### config.mk
export PLATFORM = sky130hd
export DESIGN_NAME = timer_two_unit
export DESIGN_NICKNAME = d
export VERILOG_FILES = /design/src/timer_two_pkg.sv /design/src/prescale_if.sv /design/src/ext_edge_detect.sv /design/src/prescale_divider.sv /design/src/timer_two_unit.sv
export SDC_FILE = /design/constraint.sdc
export NUM_CORES = 1
export LEC_CHECK = 0
export BUFFER_PORTS_ARGS = -buffer_cell sky130_fd_sc_hd__buf_2
export CAP_MARGIN = 15
export CORE_UTILIZATION = 30
export DETAILED_ROUTE_END_ITERATION = 12
export PLACE_DENSITY_LB_ADDON = 0.05
export SLEW_MARGIN = 20
export SYNTH_ARGS = -nofsm -noshare
export SYNTH_HDL_FRONTEND = slang
export SYNTH_SLANG_ARGS = --single-unit
### constraint.sdc
create_clock -name pclk -period 7.8 [get_ports pclk]
set_clock_uncertainty 0.05 [all_clocks]
set_input_delay 1.56 -clock pclk [delete_from_list [all_inputs] [get_ports pclk]]
set_output_delay 1.56 -clock pclk [all_outputs]
set_load 0.02 [all_outputs]
### src/timer_two_pkg.sv
// package with register map, field positions and reset values for the timer two unit
package timer_two_pkg;
  // register indices as printed; byte address is four times the index
  localparam logic [7:0] idx_count = 8'h09;
  localparam logic [7:0] idx_control_one = 8'h0a;
  localparam logic [7:0] idx_control_two = 8'h0b;
  localparam logic [7:0] idx_duty_low = 8'h0c;
  localparam logic [7:0] idx_prescale_count = 8'h0d;
  localparam logic [7:0] idx_buzzer_control = 8'h0e;
  localparam logic [7:0] idx_high_bits = 8'h14;
  // control one fields
  localparam int ctl1_timer_enable = 0;
  localparam int ctl1_reload_enable = 1;
  localparam int ctl1_one_shot = 2;
  localparam int ctl1_high_osc = 3;
  localparam int ctl1_pwm_active_low = 6;
  localparam int ctl1_pwm_output_enable = 7;
  // control two fields
  localparam int ctl2_rate_lsb = 0;
  localparam int ctl2_prescale_enable_n = 3;
  localparam int ctl2_edge_select = 4;
  localparam int ctl2_clock_source = 5;
  // buzzer control fields
  localparam int bz_freq_lsb = 0;
  localparam int bz_enable = 7;
  // shared high bits fields
  localparam int hb_duty_lsb = 2;
  localparam int hb_reload_lsb = 6;
  // widths
  localparam int counter_width = 10;
  localparam int prescale_width = 8;
  // reset values and counter constants
  localparam logic [7:0] rst_control_one = 8'h00;
  localparam logic [7:0] rst_control_two = 8'h3f;
  localparam logic [7:0] rst_buzzer = 8'h0f;
  localparam logic [7:0] rst_prescale = 8'hff;
  localparam logic [7:0] rst_zero_byte = 8'h00;
  localparam logic [9:0] counter_all_ones = 10'h3ff;
  localparam logic [9:0] counter_zero = 10'h000;
  localparam logic [31:0] read_zero = 32'h0000_0000;
endpackage : timer_two_pkg

### src/prescale_if.sv
// interface carrying the prescaler's input tick, settings and results
`timescale 1ns/1ps
interface prescale_if;
  logic src_tick; // selected timer input clock, one-cycle enable
  logic enable_n; // low enables the divider
  logic [2:0] rate; // division select
  logic out_tick; // tick delivered to the down-counter
  logic [7:0] value; // live prescaler count
  modport divider (input src_tick, input enable_n, input rate, output out_tick, output value);
  modport user (output src_tick, output enable_n, output rate, input out_tick, input value);
endinterface : prescale_if

### src/ext_edge_detect.sv
// synchroniser and edge detector for the external count clock pin
`timescale 1ns/1ps
module ext_edge_detect (
  input wire logic pclk,
  input wire logic presetn,
  input wire logic pin,
  output logic rise,
  output logic fall
);
  logic meta; // first stage, read only by the second
  logic sync; // safe copy of the pin
  logic last; // previous safe value for edge compare

  // two stages before any logic looks at the pin, then one for history
  always_ff @(posedge pclk or negedge presetn) begin
    if (!presetn) begin
      meta <= 1'b0;
      sync <= 1'b0;
      last <= 1'b0;
    end else begin
      meta <= pin;
      sync <= meta;
      last <= sync;
    end
  end

  assign rise = sync & ~last;
  assign fall = ~sync & last;
endmodule : ext_edge_detect

### src/prescale_divider.sv
// eight-bit down-counting prescaler with a power-of-two tick output
`timescale 1ns/1ps
module prescale_divider (
  input wire logic pclk,
  input wire logic presetn,
  prescale_if.divider pif
);
  logic [7:0] count; // live count, all ones at reset
  logic [8:0] mask; // low bits that must be zero for a tick
  logic hit; // divided tick position reached

  // rate n divides by 2^(n+1): 000 -> 1:2, 111 -> 1:256
  assign mask = 9'((9'h001 << (4'(pif.rate) + 4'h1)) - 9'h001);
  assign hit = (count & mask[7:0]) == 8'h00;
  // disabled divider passes the source straight through
  assign pif.out_tick = pif.enable_n ? pif.src_tick : (pif.src_tick & hit);
  assign pif.value = count;

  // counts down on each source tick while enabled; parked at all ones otherwise
  always_ff @(posedge pclk or negedge presetn) begin
    if (!presetn) begin
      count <= timer_two_pkg::rst_prescale;
    end else if (pif.enable_n) begin
      count <= timer_two_pkg::rst_prescale;
    end else if (pif.src_tick) begin
      count <= count - 8'h01;
    end
  end
endmodule : prescale_divider

### src/timer_two_unit.sv
// timer two unit: apb registers, 10-bit down-counter, pwm and buzzer outputs
//
// Notes on behaviour
// count read returns low counter byte
// count write loads all ten counter bits
// high oscillator select overrides channel sources
// counter advances only while enabled
// free-run without reload restarts at 0x3FF
// free-run with reload restarts at reload value
// one-shot stops at underflow regardless reload
// polarity bit makes pwm active low
// pwm drives both pins only when enabled
// prescaler divides by two to rate plus one
// software changes rate only with prescaler off
// software disables prescaler on high oscillator
// external clock counts on selected pin edge
// source bit picks external pin or internal
// frame is reload value, duty ten bits
// prescaler count readable, resets all ones
// buzzer field picks prescaler or counter bit
// buzzer drives only while buzzer enabled
// pwm active while counter at or below duty
// underflow raises one-cycle event flag
//
// The APB register port was chosen for this implementation.
`timescale 1ns/1ps
module timer_two_unit (
  input wire logic pclk,
  input wire logic presetn,
  // apb slave
  input wire logic psel,
  input wire logic penable,
  input wire logic pwrite,
  input wire logic [31:0] paddr,
  input wire logic [31:0] pwdata,
  input wire logic [3:0] pstrb,
  output logic [31:0] prdata,
  output logic pready,
  output logic pslverr,
  // timer input clocks as one-cycle enables from the clock tree
  input wire logic instr_tick,
  input wire logic high_osc_tick,
  // external count clock pin, asynchronous
  input wire logic ext_clock_pin,
  // pwm pins: level and select of the pwm over the general-purpose port
  output logic pwm_pin_a_out,
  output logic pwm_pin_a_sel,
  output logic pwm_pin_b_out,
  output logic pwm_pin_b_sel,
  // buzzer and underflow event
  output logic buzzer_out,
  output logic timer_underflow
);
  // software-visible registers
  logic [7:0] timer_two_control_one; // enables, mode, polarity
  logic [7:0] timer_two_control_two; // source, edge, prescaler
  logic [7:0] pwm_two_duty_low; // low duty byte, write only
  logic [7:0] buzzer_two_control; // buzzer enable and frequency
  logic [7:0] shared_timer_high_bits; // reload and duty upper bits
  logic [7:0] reload_low; // timer reload low byte
  // counter state
  logic [9:0] counter; // live down-counter
  logic stopped; // one-shot finished, held until reloaded
  // output stage levels, combinational; the pin flops register them
  logic pwm_level;
  logic buzz_level;

  // field views of the control registers
  logic timer_enable;
  logic reload_enable;
  logic one_shot_select;
  logic shared_high_osc_select;
  logic pwm_active_low;
  logic pwm_output_enable;
  logic [2:0] prescale_rate_field;
  logic prescale_enable_n;
  logic ext_edge_select;
  logic clock_source_select;
  logic [3:0] buzzer_freq_field;
  logic buzzer_enable;

  assign timer_enable = timer_two_control_one[timer_two_pkg::ctl1_timer_enable];
  assign reload_enable = timer_two_control_one[timer_two_pkg::ctl1_reload_enable];
  assign one_shot_select = timer_two_control_one[timer_two_pkg::ctl1_one_shot];
  assign shared_high_osc_select = timer_two_control_one[timer_two_pkg::ctl1_high_osc];
  assign pwm_active_low = timer_two_control_one[timer_two_pkg::ctl1_pwm_active_low];
  assign pwm_output_enable = timer_two_control_one[timer_two_pkg::ctl1_pwm_output_enable];
  assign prescale_rate_field = timer_two_control_two[timer_two_pkg::ctl2_rate_lsb +: 3];
  assign prescale_enable_n = timer_two_control_two[timer_two_pkg::ctl2_prescale_enable_n];
  assign ext_edge_select = timer_two_control_two[timer_two_pkg::ctl2_edge_select];
  assign clock_source_select = timer_two_control_two[timer_two_pkg::ctl2_clock_source];
  assign buzzer_freq_field = buzzer_two_control[timer_two_pkg::bz_freq_lsb +: 4];
  assign buzzer_enable = buzzer_two_control[timer_two_pkg::bz_enable];

  // ten-bit reload and duty values assembled from the shared high bits
  logic [9:0] reload_value;
  logic [9:0] duty_value;
  assign reload_value = {shared_timer_high_bits[timer_two_pkg::hb_reload_lsb +: 2], reload_low};
  assign duty_value = {shared_timer_high_bits[timer_two_pkg::hb_duty_lsb +: 2], pwm_two_duty_low};

  // ---------------- apb decode ----------------
  // byte address of a register index
  function automatic logic [31:0] reg_addr(input logic [7:0] idx);
    reg_addr = {22'h00_0000, idx, 2'b00};
  endfunction : reg_addr

  logic access; // access phase, waiting for our ready
  logic done; // the completing edge of a transfer
  logic wr_done;
  logic hit_count;
  logic hit_ctl1;
  logic hit_ctl2;
  logic hit_duty;
  logic hit_presc;
  logic hit_buzz;
  logic hit_high;
  logic mapped;
  logic byte0_wr; // write that carries the low byte lane

  assign access = psel & penable;
  assign done = access & pready;
  assign byte0_wr = done & pwrite & pstrb[0];
  assign wr_done = byte0_wr;
  assign hit_count = paddr == reg_addr(timer_two_pkg::idx_count);
  assign hit_ctl1 = paddr == reg_addr(timer_two_pkg::idx_control_one);
  assign hit_ctl2 = paddr == reg_addr(timer_two_pkg::idx_control_two);
  assign hit_duty = paddr == reg_addr(timer_two_pkg::idx_duty_low);
  assign hit_presc = paddr == reg_addr(timer_two_pkg::idx_prescale_count);
  assign hit_buzz = paddr == reg_addr(timer_two_pkg::idx_buzzer_control);
  assign hit_high = paddr == reg_addr(timer_two_pkg::idx_high_bits);
  assign mapped = hit_count | hit_ctl1 | hit_ctl2 | hit_duty | hit_presc | hit_buzz | hit_high;

  // read mux; write-only registers answer zero, upper bits always zero
  logic [7:0] prescale_value;
  logic [7:0] read_byte;
  assign read_byte = hit_count ? counter[7:0] :
                     hit_ctl1 ? timer_two_control_one :
                     hit_ctl2 ? timer_two_control_two :
                     hit_presc ? prescale_value :
                     hit_high ? shared_timer_high_bits : 8'h00;

  // one wait state: ready rises in the cycle after the access phase starts,
  // which lets read data come from a flop
  always_ff @(posedge pclk or negedge presetn) begin
    if (!presetn) begin
      pready <= 1'b0;
      pslverr <= 1'b0;
      prdata <= timer_two_pkg::read_zero;
    end else if (access & ~pready) begin
      pready <= 1'b1;
      pslverr <= ~mapped;
      prdata <= pwrite ? timer_two_pkg::read_zero : {24'h00_0000, read_byte};
    end else begin
      pready <= 1'b0;
      pslverr <= 1'b0;
    end
  end

  // configuration registers; writes land on the completing edge only
  always_ff @(posedge pclk or negedge presetn) begin
    if (!presetn) begin
      timer_two_control_one <= timer_two_pkg::rst_control_one;
      timer_two_control_two <= timer_two_pkg::rst_control_two;
      pwm_two_duty_low <= timer_two_pkg::rst_zero_byte;
      buzzer_two_control <= timer_two_pkg::rst_buzzer;
      shared_timer_high_bits <= timer_two_pkg::rst_zero_byte;
      reload_low <= timer_two_pkg::rst_zero_byte;
    end else if (wr_done) begin
      if (hit_ctl1) begin
        timer_two_control_one <= pwdata[7:0];
      end
      // rate is taken as written; keeping the divider off meanwhile is up to software
      if (hit_ctl2) begin
        timer_two_control_two <= pwdata[7:0];
      end
      if (hit_duty) begin
        pwm_two_duty_low <= pwdata[7:0];
      end
      if (hit_buzz) begin
        buzzer_two_control <= pwdata[7:0];
      end
      if (hit_high) begin
        shared_timer_high_bits <= pwdata[7:0];
      end
      if (hit_count) begin
        reload_low <= pwdata[7:0];
      end
    end
  end

  // ---------------- clock source selection ----------------
  logic ext_rise;
  logic ext_fall;
  logic ext_tick;
  logic src_tick;

  ext_edge_detect u_edge (
    .pclk(pclk),
    .presetn(presetn),
    .pin(ext_clock_pin),
    .rise(ext_rise),
    .fall(ext_fall)
  );

  // edge select 1 counts falling edges, 0 rising edges
  assign ext_tick = ext_edge_select ? ext_fall : ext_rise;
  // high oscillator overrides the per-channel source bit
  assign src_tick = shared_high_osc_select ? high_osc_tick :
                    clock_source_select ? ext_tick : instr_tick;

  prescale_if pif ();
  assign pif.src_tick = src_tick;
  assign pif.enable_n = prescale_enable_n;
  assign pif.rate = prescale_rate_field;
  assign prescale_value = pif.value;

  prescale_divider u_presc (
    .pclk(pclk),
    .presetn(presetn),
    .pif(pif)
  );

  // ---------------- down-counter ----------------
  logic count_tick; // counter steps on this enable
  logic at_zero;
  logic underflow;
  logic count_write; // software load of the counter
  logic [9:0] next_counter;

  assign count_write = wr_done & hit_count;
  assign count_tick = pif.out_tick & timer_enable & ~stopped;
  assign at_zero = counter == timer_two_pkg::counter_zero;
  assign underflow = count_tick & at_zero;
  // next counter value: software load, decrement, or restart value after underflow in free-running mode
  assign next_counter = count_write ? {shared_timer_high_bits[timer_two_pkg::hb_reload_lsb +: 2], pwdata[7:0]} :
                        ~underflow ? counter - 10'h001 :
                        reload_enable ? reload_value :
                        timer_two_pkg::counter_all_ones;

  // software load wins over a tick in the same cycle so the written value is never skipped
  always_ff @(posedge pclk or negedge presetn) begin
    if (!presetn) begin
      counter <= timer_two_pkg::counter_zero;
      stopped <= 1'b0;
    end else if (count_write) begin
      counter <= next_counter;
      stopped <= 1'b0;
    end else if (underflow & one_shot_select) begin
      stopped <= 1'b1;
    end else if (count_tick) begin
      counter <= next_counter;
    end
  end

  // one-cycle underflow event for interrupt logic outside
  always_ff @(posedge pclk or negedge presetn) begin
    if (!presetn) begin
      timer_underflow <= 1'b0;
    end else begin
      timer_underflow <= underflow;
    end
  end

  // ---------------- pwm ----------------
  // frame length follows the reload since the counter restarts from it; compare is on ten bits
  logic pwm_active;
  assign pwm_active = counter <= duty_value;
  assign pwm_level = pwm_active ^ pwm_active_low;

  // pins are registered; with the enable low the port keeps its general-purpose role
  always_ff @(posedge pclk or negedge presetn) begin
    if (!presetn) begin
      pwm_pin_a_out <= 1'b0;
      pwm_pin_b_out <= 1'b0;
      pwm_pin_a_sel <= 1'b0;
      pwm_pin_b_sel <= 1'b0;
    end else begin
      pwm_pin_a_out <= pwm_output_enable & pwm_level;
      pwm_pin_b_out <= pwm_output_enable & pwm_level;
      pwm_pin_a_sel <= pwm_output_enable;
      pwm_pin_b_sel <= pwm_output_enable;
    end
  end

  // ---------------- buzzer ----------------
  // prescaler bit k toggles at source/2^(k+1); counter bit k follows the timer
  assign buzz_level = buzzer_freq_field[3] ? counter[buzzer_freq_field[2:0]] :
                      prescale_value[buzzer_freq_field[2:0]];

  always_ff @(posedge pclk or negedge presetn) begin
    if (!presetn) begin
      buzzer_out <= 1'b0;
    end else begin
      buzzer_out <= buzzer_enable & buzz_level;
    end
  end
endmodule : timer_two_unit

## Word level (Yosys, flattened, before mapping)

Cells that the tools add are included.

- Register bits after elaboration: 108
- Input port bits: 76
- Output and inout bits: 40
- Word-level logic and storage cells: 102

- $add $sub $neg: 4
- Magnitude comparators: 3
- Equality and inequality tests: 8
- Shifts and indexed selects: 1
- Muxes and demuxes: 27
- Bitwise logic cells: 28
- Reduce and logical (&&, ||, !) cells: 12

Operator list:

| operator | count |
|---|---|
| $eq A32 B6 Y1 const B | 6 |
| $mux W8 | 8 |
| $mux W10 | 6 |
| $eq A32 B7 Y1 const B | 1 |
| $sub A8 B1 Y8 const B | 2 |
| $and A1 B1 Y1 | 15 |
| $reduce_and A2 Y1 | 7 |
| $mux W1 | 11 |
| $le A10 B10 Y1 | 1 |
| $logic_not A10 Y1 | 1 |
| $sub A10 B1 Y10 const B | 1 |
| $and A8 B8 Y8 | 1 |
| $logic_not A8 Y1 | 1 |
| $shl A1 B4 Y8 const A | 1 |
| $bmux W1 S3 | 2 |
| $or A1 B1 Y1 | 6 |
| $reduce_bool A2 Y1 | 3 |
| $lt A3 B5 Y1 const B | 1 |
| $not A1 Y1 | 5 |
| $add A3 B1 Y4 const B | 1 |
| $lt A3 B4 Y1 const B | 1 |
| $ne A2 B2 Y1 const B | 1 |
| $xor A1 B1 Y1 | 1 |

## Logic depth before layout (Yosys ltp)

- Depth after elaboration: 15
- Mapped depth: 9
- Mapped depth without buffers: 8

## Hierarchy

Synthesis repeated with hierarchy kept, for this count alone.

- Cells, all modules: 489
- Area total of the unflattened synthesis: 4785.8 µm²

By module, submodules not included:

| module | instances | cells each | area each (µm²) | seq. area each (µm²) |
|---|---|---|---|---|
| timer_two_unit | 1 | 426 | 4137.7 | 1764.2 |
| prescale_divider | 1 | 58 | 558.0 | 210.2 |
| ext_edge_detect | 1 | 5 | 90.1 | 75.1 |

## Least setup slack after synthesis

Ideal clock, no wire load.

- Path type: input port to flip-flop
- From: input port paddr[7]
- To: register prdata[1]
- Setup time: 0.126 ns
- Arrival time: 3.499 ns
- Required time: 7.624 ns
- Setup slack: 4.125 ns
- Stages on the path: 6
- Path buffers: 0
- Path through: or4_4 or4_4 nor4_4 nand4_4 mux2_2 a2bb2oi_1

- Cells in the longest elaborated chain, start to end: 7
- Elaborated cells on any way between the ends: 11
- Classes of those cells: 5 x eq/ne; 6 x mux

Ends and longest elaborated chain:

| item | line | text |
|---|---|---|
| start, declared | timer_two_unit.sv:34 | `input wire logic [31:0] paddr,` |
| $eq A32 B7 Y1 | timer_two_unit.sv:130 | `assign hit_high = paddr == reg_addr(timer_two_pkg::idx_high_bits);` |
| $mux W8 | timer_two_unit.sv:140 | `hit_high ? shared_timer_high_bits : 8'h00;` |
| $mux W8 | timer_two_unit.sv:139 | `hit_presc ? prescale_value :` |
| $mux W8 | timer_two_unit.sv:138 | `hit_ctl2 ? timer_two_control_two :` |
| $mux W8 | timer_two_unit.sv:137 | `hit_ctl1 ? timer_two_control_one :` |
| $mux W8 * | timer_two_unit.sv:136 | `assign read_byte = hit_count ? counter[7:0] :` |
| $mux W8 * | timer_two_unit.sv:152 | `prdata <= pwrite ? timer_two_pkg::read_zero : {24'h00_0000, read_byte};` |
| end signal, assigned | timer_two_unit.sv:148 | `prdata <= timer_two_pkg::read_zero;` |
| end signal, assigned | timer_two_unit.sv:152 |  |
| end, declared | timer_two_unit.sv:37 | `output logic [31:0] prdata,` |

Mark *: on every way between the ends. The rest lies on a longest branch, timed or not.
A chain may end at the register's enable or synchronous reset.

## Final worst setup path

- From: input port paddr[13]
- To: register timer_two_control_one[2]

- Cells in the longest elaborated chain, start to end: 2

Ends and longest elaborated chain:

| item | line | text |
|---|---|---|
| $eq A32 B6 Y1 | timer_two_unit.sv:125 | `assign hit_ctl1 = paddr == reg_addr(timer_two_pkg::idx_control_one);` |
| $reduce_and A2 Y1 (no source line) | - |  |
| end signal, assigned | timer_two_unit.sv:162 | `timer_two_control_one <= timer_two_pkg::rst_control_one;` |
| end signal, assigned | timer_two_unit.sv:170 | `timer_two_control_one <= pwdata[7:0];` |
| end, declared | timer_two_unit.sv:55 | `logic [7:0] timer_two_control_one;` |

Every way passes these cells.

==> results_dict.tcl <==
set metrics [dict create \
    status "finished clean" \
    drc 0 \
    hold_viol 0 \
    crit_path_start "paddr[13]" \
    clock_sinks 81 \
    stdcell_count 761 \
    crit_path_start_kind "input pin" \
    async_flop_share_pct 100 \
    final_nets 630 \
    cts.hold.buffers_added 0 \
    diodes 0 \
    clkTransAtPathRegs_ps 60 \
    drv_cap 0 \
    power_density_nw_per_um2 193 \
    fp.dieW_um 130 \
    layout-drive-gt1-share_pct 30.1 \
    dpl_cell_area_um2 5370 \
    finalMaxSlewViolations 0 \
    die_h_um 130 \
    placed_cells 746 \
    cts_resized 0 \
    avgSynthCellArea_um2 10.2 \
    cpPeakStageDelay_ps 730 \
    htreeDepth 3 \
    gr-total-overflow 0 \
    cts_tree "done" \
    fin_crit_sh_pct 52.4 \
    holdWs_ps 299 \
    crit_slowest_cell "nor3b_1" \
    ys_types 67 \
    core_area_um2 16000 \
    fin_crit_ps 4080 \
    floorplan.initialDensity_pct 31.0 \
    ant_nets 0 \
    rows 46 \
    synth_top_cell_area_share_pct 31.8 \
    first_iter_violations 177 \
    vias 3939 \
    port-buffer-count 64 \
    routed_wl_mm 14.8 \
    finalSetupViolCount 0 \
    synth_seq_area_share_pct 41.4 \
    fin_tns_setup_ps 0 \
    worstSkewPairLatency_ps 350 \
    grt_pass1_wl_mm 23.1 \
    firstDrtPassIters 4 \
    post-cts-setup-buffers 0 \
    path_cells "buf_2, nor4_1, nand3_1, nor3b_1, nor2b_1, nand2_2, mux2_2" \
    cp.buffers_inverters 1 \
    crit_path_end_kind "flip-flop" \
    numCtsBuffers 9 \
    worstHoldPathType "flip-flop to flip-flop" \
    die_area_um2 17000 \
    antenna_found_initial 0 \
    worstPathArrival_ps 4270 \
    syn-cell-area_um2 4950 \
    dp.final_hpwl_mm 10.7 \
    r2r-start "counter[0]" \
    p_leak_nw 2.59 \
    rsz0062_at_grt "no" \
    yosys_register_bits 81 \
    yosysTopAreaCell "dfrtp_1" \
    area_delta_synth_final_pct 14.6 \
    gp_congestion 0.815 \
    fillers 1656 \
    synth_flop_cell "dfrtp_1" \
    vdd_drop_max_v 0.000102 \
    hold_start "u_edge.meta" \
    vias_per_cell 5.18 \
    grt_pass1_vias 3886 \
    synthTopCellsByArea "dfrtp_1, dfstp_2, mux2_2" \
    design_area_um2 5680 \
    synth_edf_count 0 \
    cp_data_required_time_ps 7980 \
    fmax_ghz 0.245 \
    cpLargestDelayFamily "simple AND/OR/NAND/NOR gates" \
    critPathMaxFanout 8 \
    grt_use_total_pct 18.7 \
    routedWlPerCell_um 19.5 \
    slew_headroom_pct 40.6 \
    tightest_slew_ps 890 \
    cts-root-buf "clkbuf_16" \
    pin_count 116 \
    synthCells 485 \
    grt_max_degree 67 \
    yosysWarnings 0 \
    clock_path_buffers 2 \
    crit_type "input pin to flip-flop" \
]
cells in the mapped netlist, drive strengths merged, types with 4 or more instances:
master and n:
mux2 42, nor2b 6, xor2 4, buf 30, a22oi 7, mux4 5
or3 4, nor3b 5, or4 5, nor3 7, a21o 6, a21oi 19
a2bb2oi 5, dfrtp 63, and3 8, nand4 7, nand3 8, nor2 20
clkbuf 13, o21ai 32, nand2b 8, ha 13, dfstp 18, a31oi 7
nand3b 6, nor4 13, nand4b 5, inv 27, a32o 5, o211ai 6
nand2 37
per-layer routing:
| layer | vias to the layer above | global-route usage (%) | wire, um |
|---|---|---|---|
| li1 | 1865 | - | - |
| met1 | 1984 | 25.7 | 7180 |
| met2 | 74 | 29.7 | 6870 |
| met3 | 16 | 3.50 | 542 |
| met4 | 0 | 6.09 | 232 |
| met5 | - | 0 | 0 |
logic make-up after synthesis:
logic type                 synth area share, %
AOI/OAI and AO/OA                         15.3
xor gates and xnor gates                 0.884
adders and majority gates                 3.28
buffers and inverters                     7.43
DFF                                       41.4
muxes                                     12.0
other                                    0.152
and+or+nand+nor                           19.6
layout make-up:
type | instances | area, um^2 | area share (%)
Clock buffer | 10 | 239 | 4.21
Clock inverter | 5 | 56.3 | 0.992
Inverter | 27 | 101 | 1.78
Multi-Input combinational cell | 357 | 2630 | 46.3
Sequential cell | 81 | 2050 | 36.1
Tap cell | 216 | 270 | 4.76
Timing Repair Buffer | 65 | 330 | 5.82
worst reg2reg max path: cells and delay by family (launching register included):
kind / cells / cell delay (ps)
AND/OR/NAND/NOR: 4 / 1850
adder cells (fa/ha/maj): 1 / 270
flip-flops: 1 / 470
buffers and inverters: 1 / 160
AO/OA/AOI/OAI: 2 / 330
registers in the layout, indices dropped and copies added, names as in the netlist, 8 cells and up:
register	flops
counter	10
prdata	8
shared_timer_high_bits	8
timer_two_control_two	8
reload_low	8
pwm_two_duty_low	8
timer_two_control_one	8
u_presc.pif.value	8
cells in the final DEF (no fill, tap or decap), drive strengths merged, types with 6 or more instances in the layout:
cell and n:
a21o 6, a21oi 19, a22oi 7, a31oi 7, and3 8, buf 65
clkbuf 10, conb 25, dfrtp 63, dfstp 18, ha 13, inv 27
mux2 42, nand2 37, nand2b 8, nand3 8, nand3b 6, nand4 7
nor2 20, nor2b 6, nor3 7, nor4 13, o211ai 6, o21ai 32
through the flow:
| step | setup slack [ps] | total power [mW] | util (%) |
|---|---|---|---|
| after global placement | 3390 | 0.670 | 33.6 |
| after CTS | 3720 | 1.12 | 35.4 |
| after detailed placement | 3340 | 0.672 | 33.6 |
| final | 3720 | 1.10 | 35.5 |
| after floorplan | 4130 | 0.606 | - |
| after global routing | 3460 | 1.15 | 35.5 |
worst paths after layout:
path                       cells past startpoint  slack (ps)                  endpoint
setup / recovery                               7        3720  timer_two_control_one[2]
hold / removal                                 0         300               u_edge.sync
setup reg to reg                               8        4520                counter[6]
hold reg to reg                                0         300               u_edge.sync
max in group asynchronous                      2        5540                buzzer_out
min in group asynchronous                      1        1010               u_edge.last
power breakdown:
group | switching, mW | internal (mW)
Sequential | 0.0520 | 0.463
Combinational | 0.0839 | 0.0628
Clock | 0.180 | 0.254
Power figures use the tool's default switching activity.
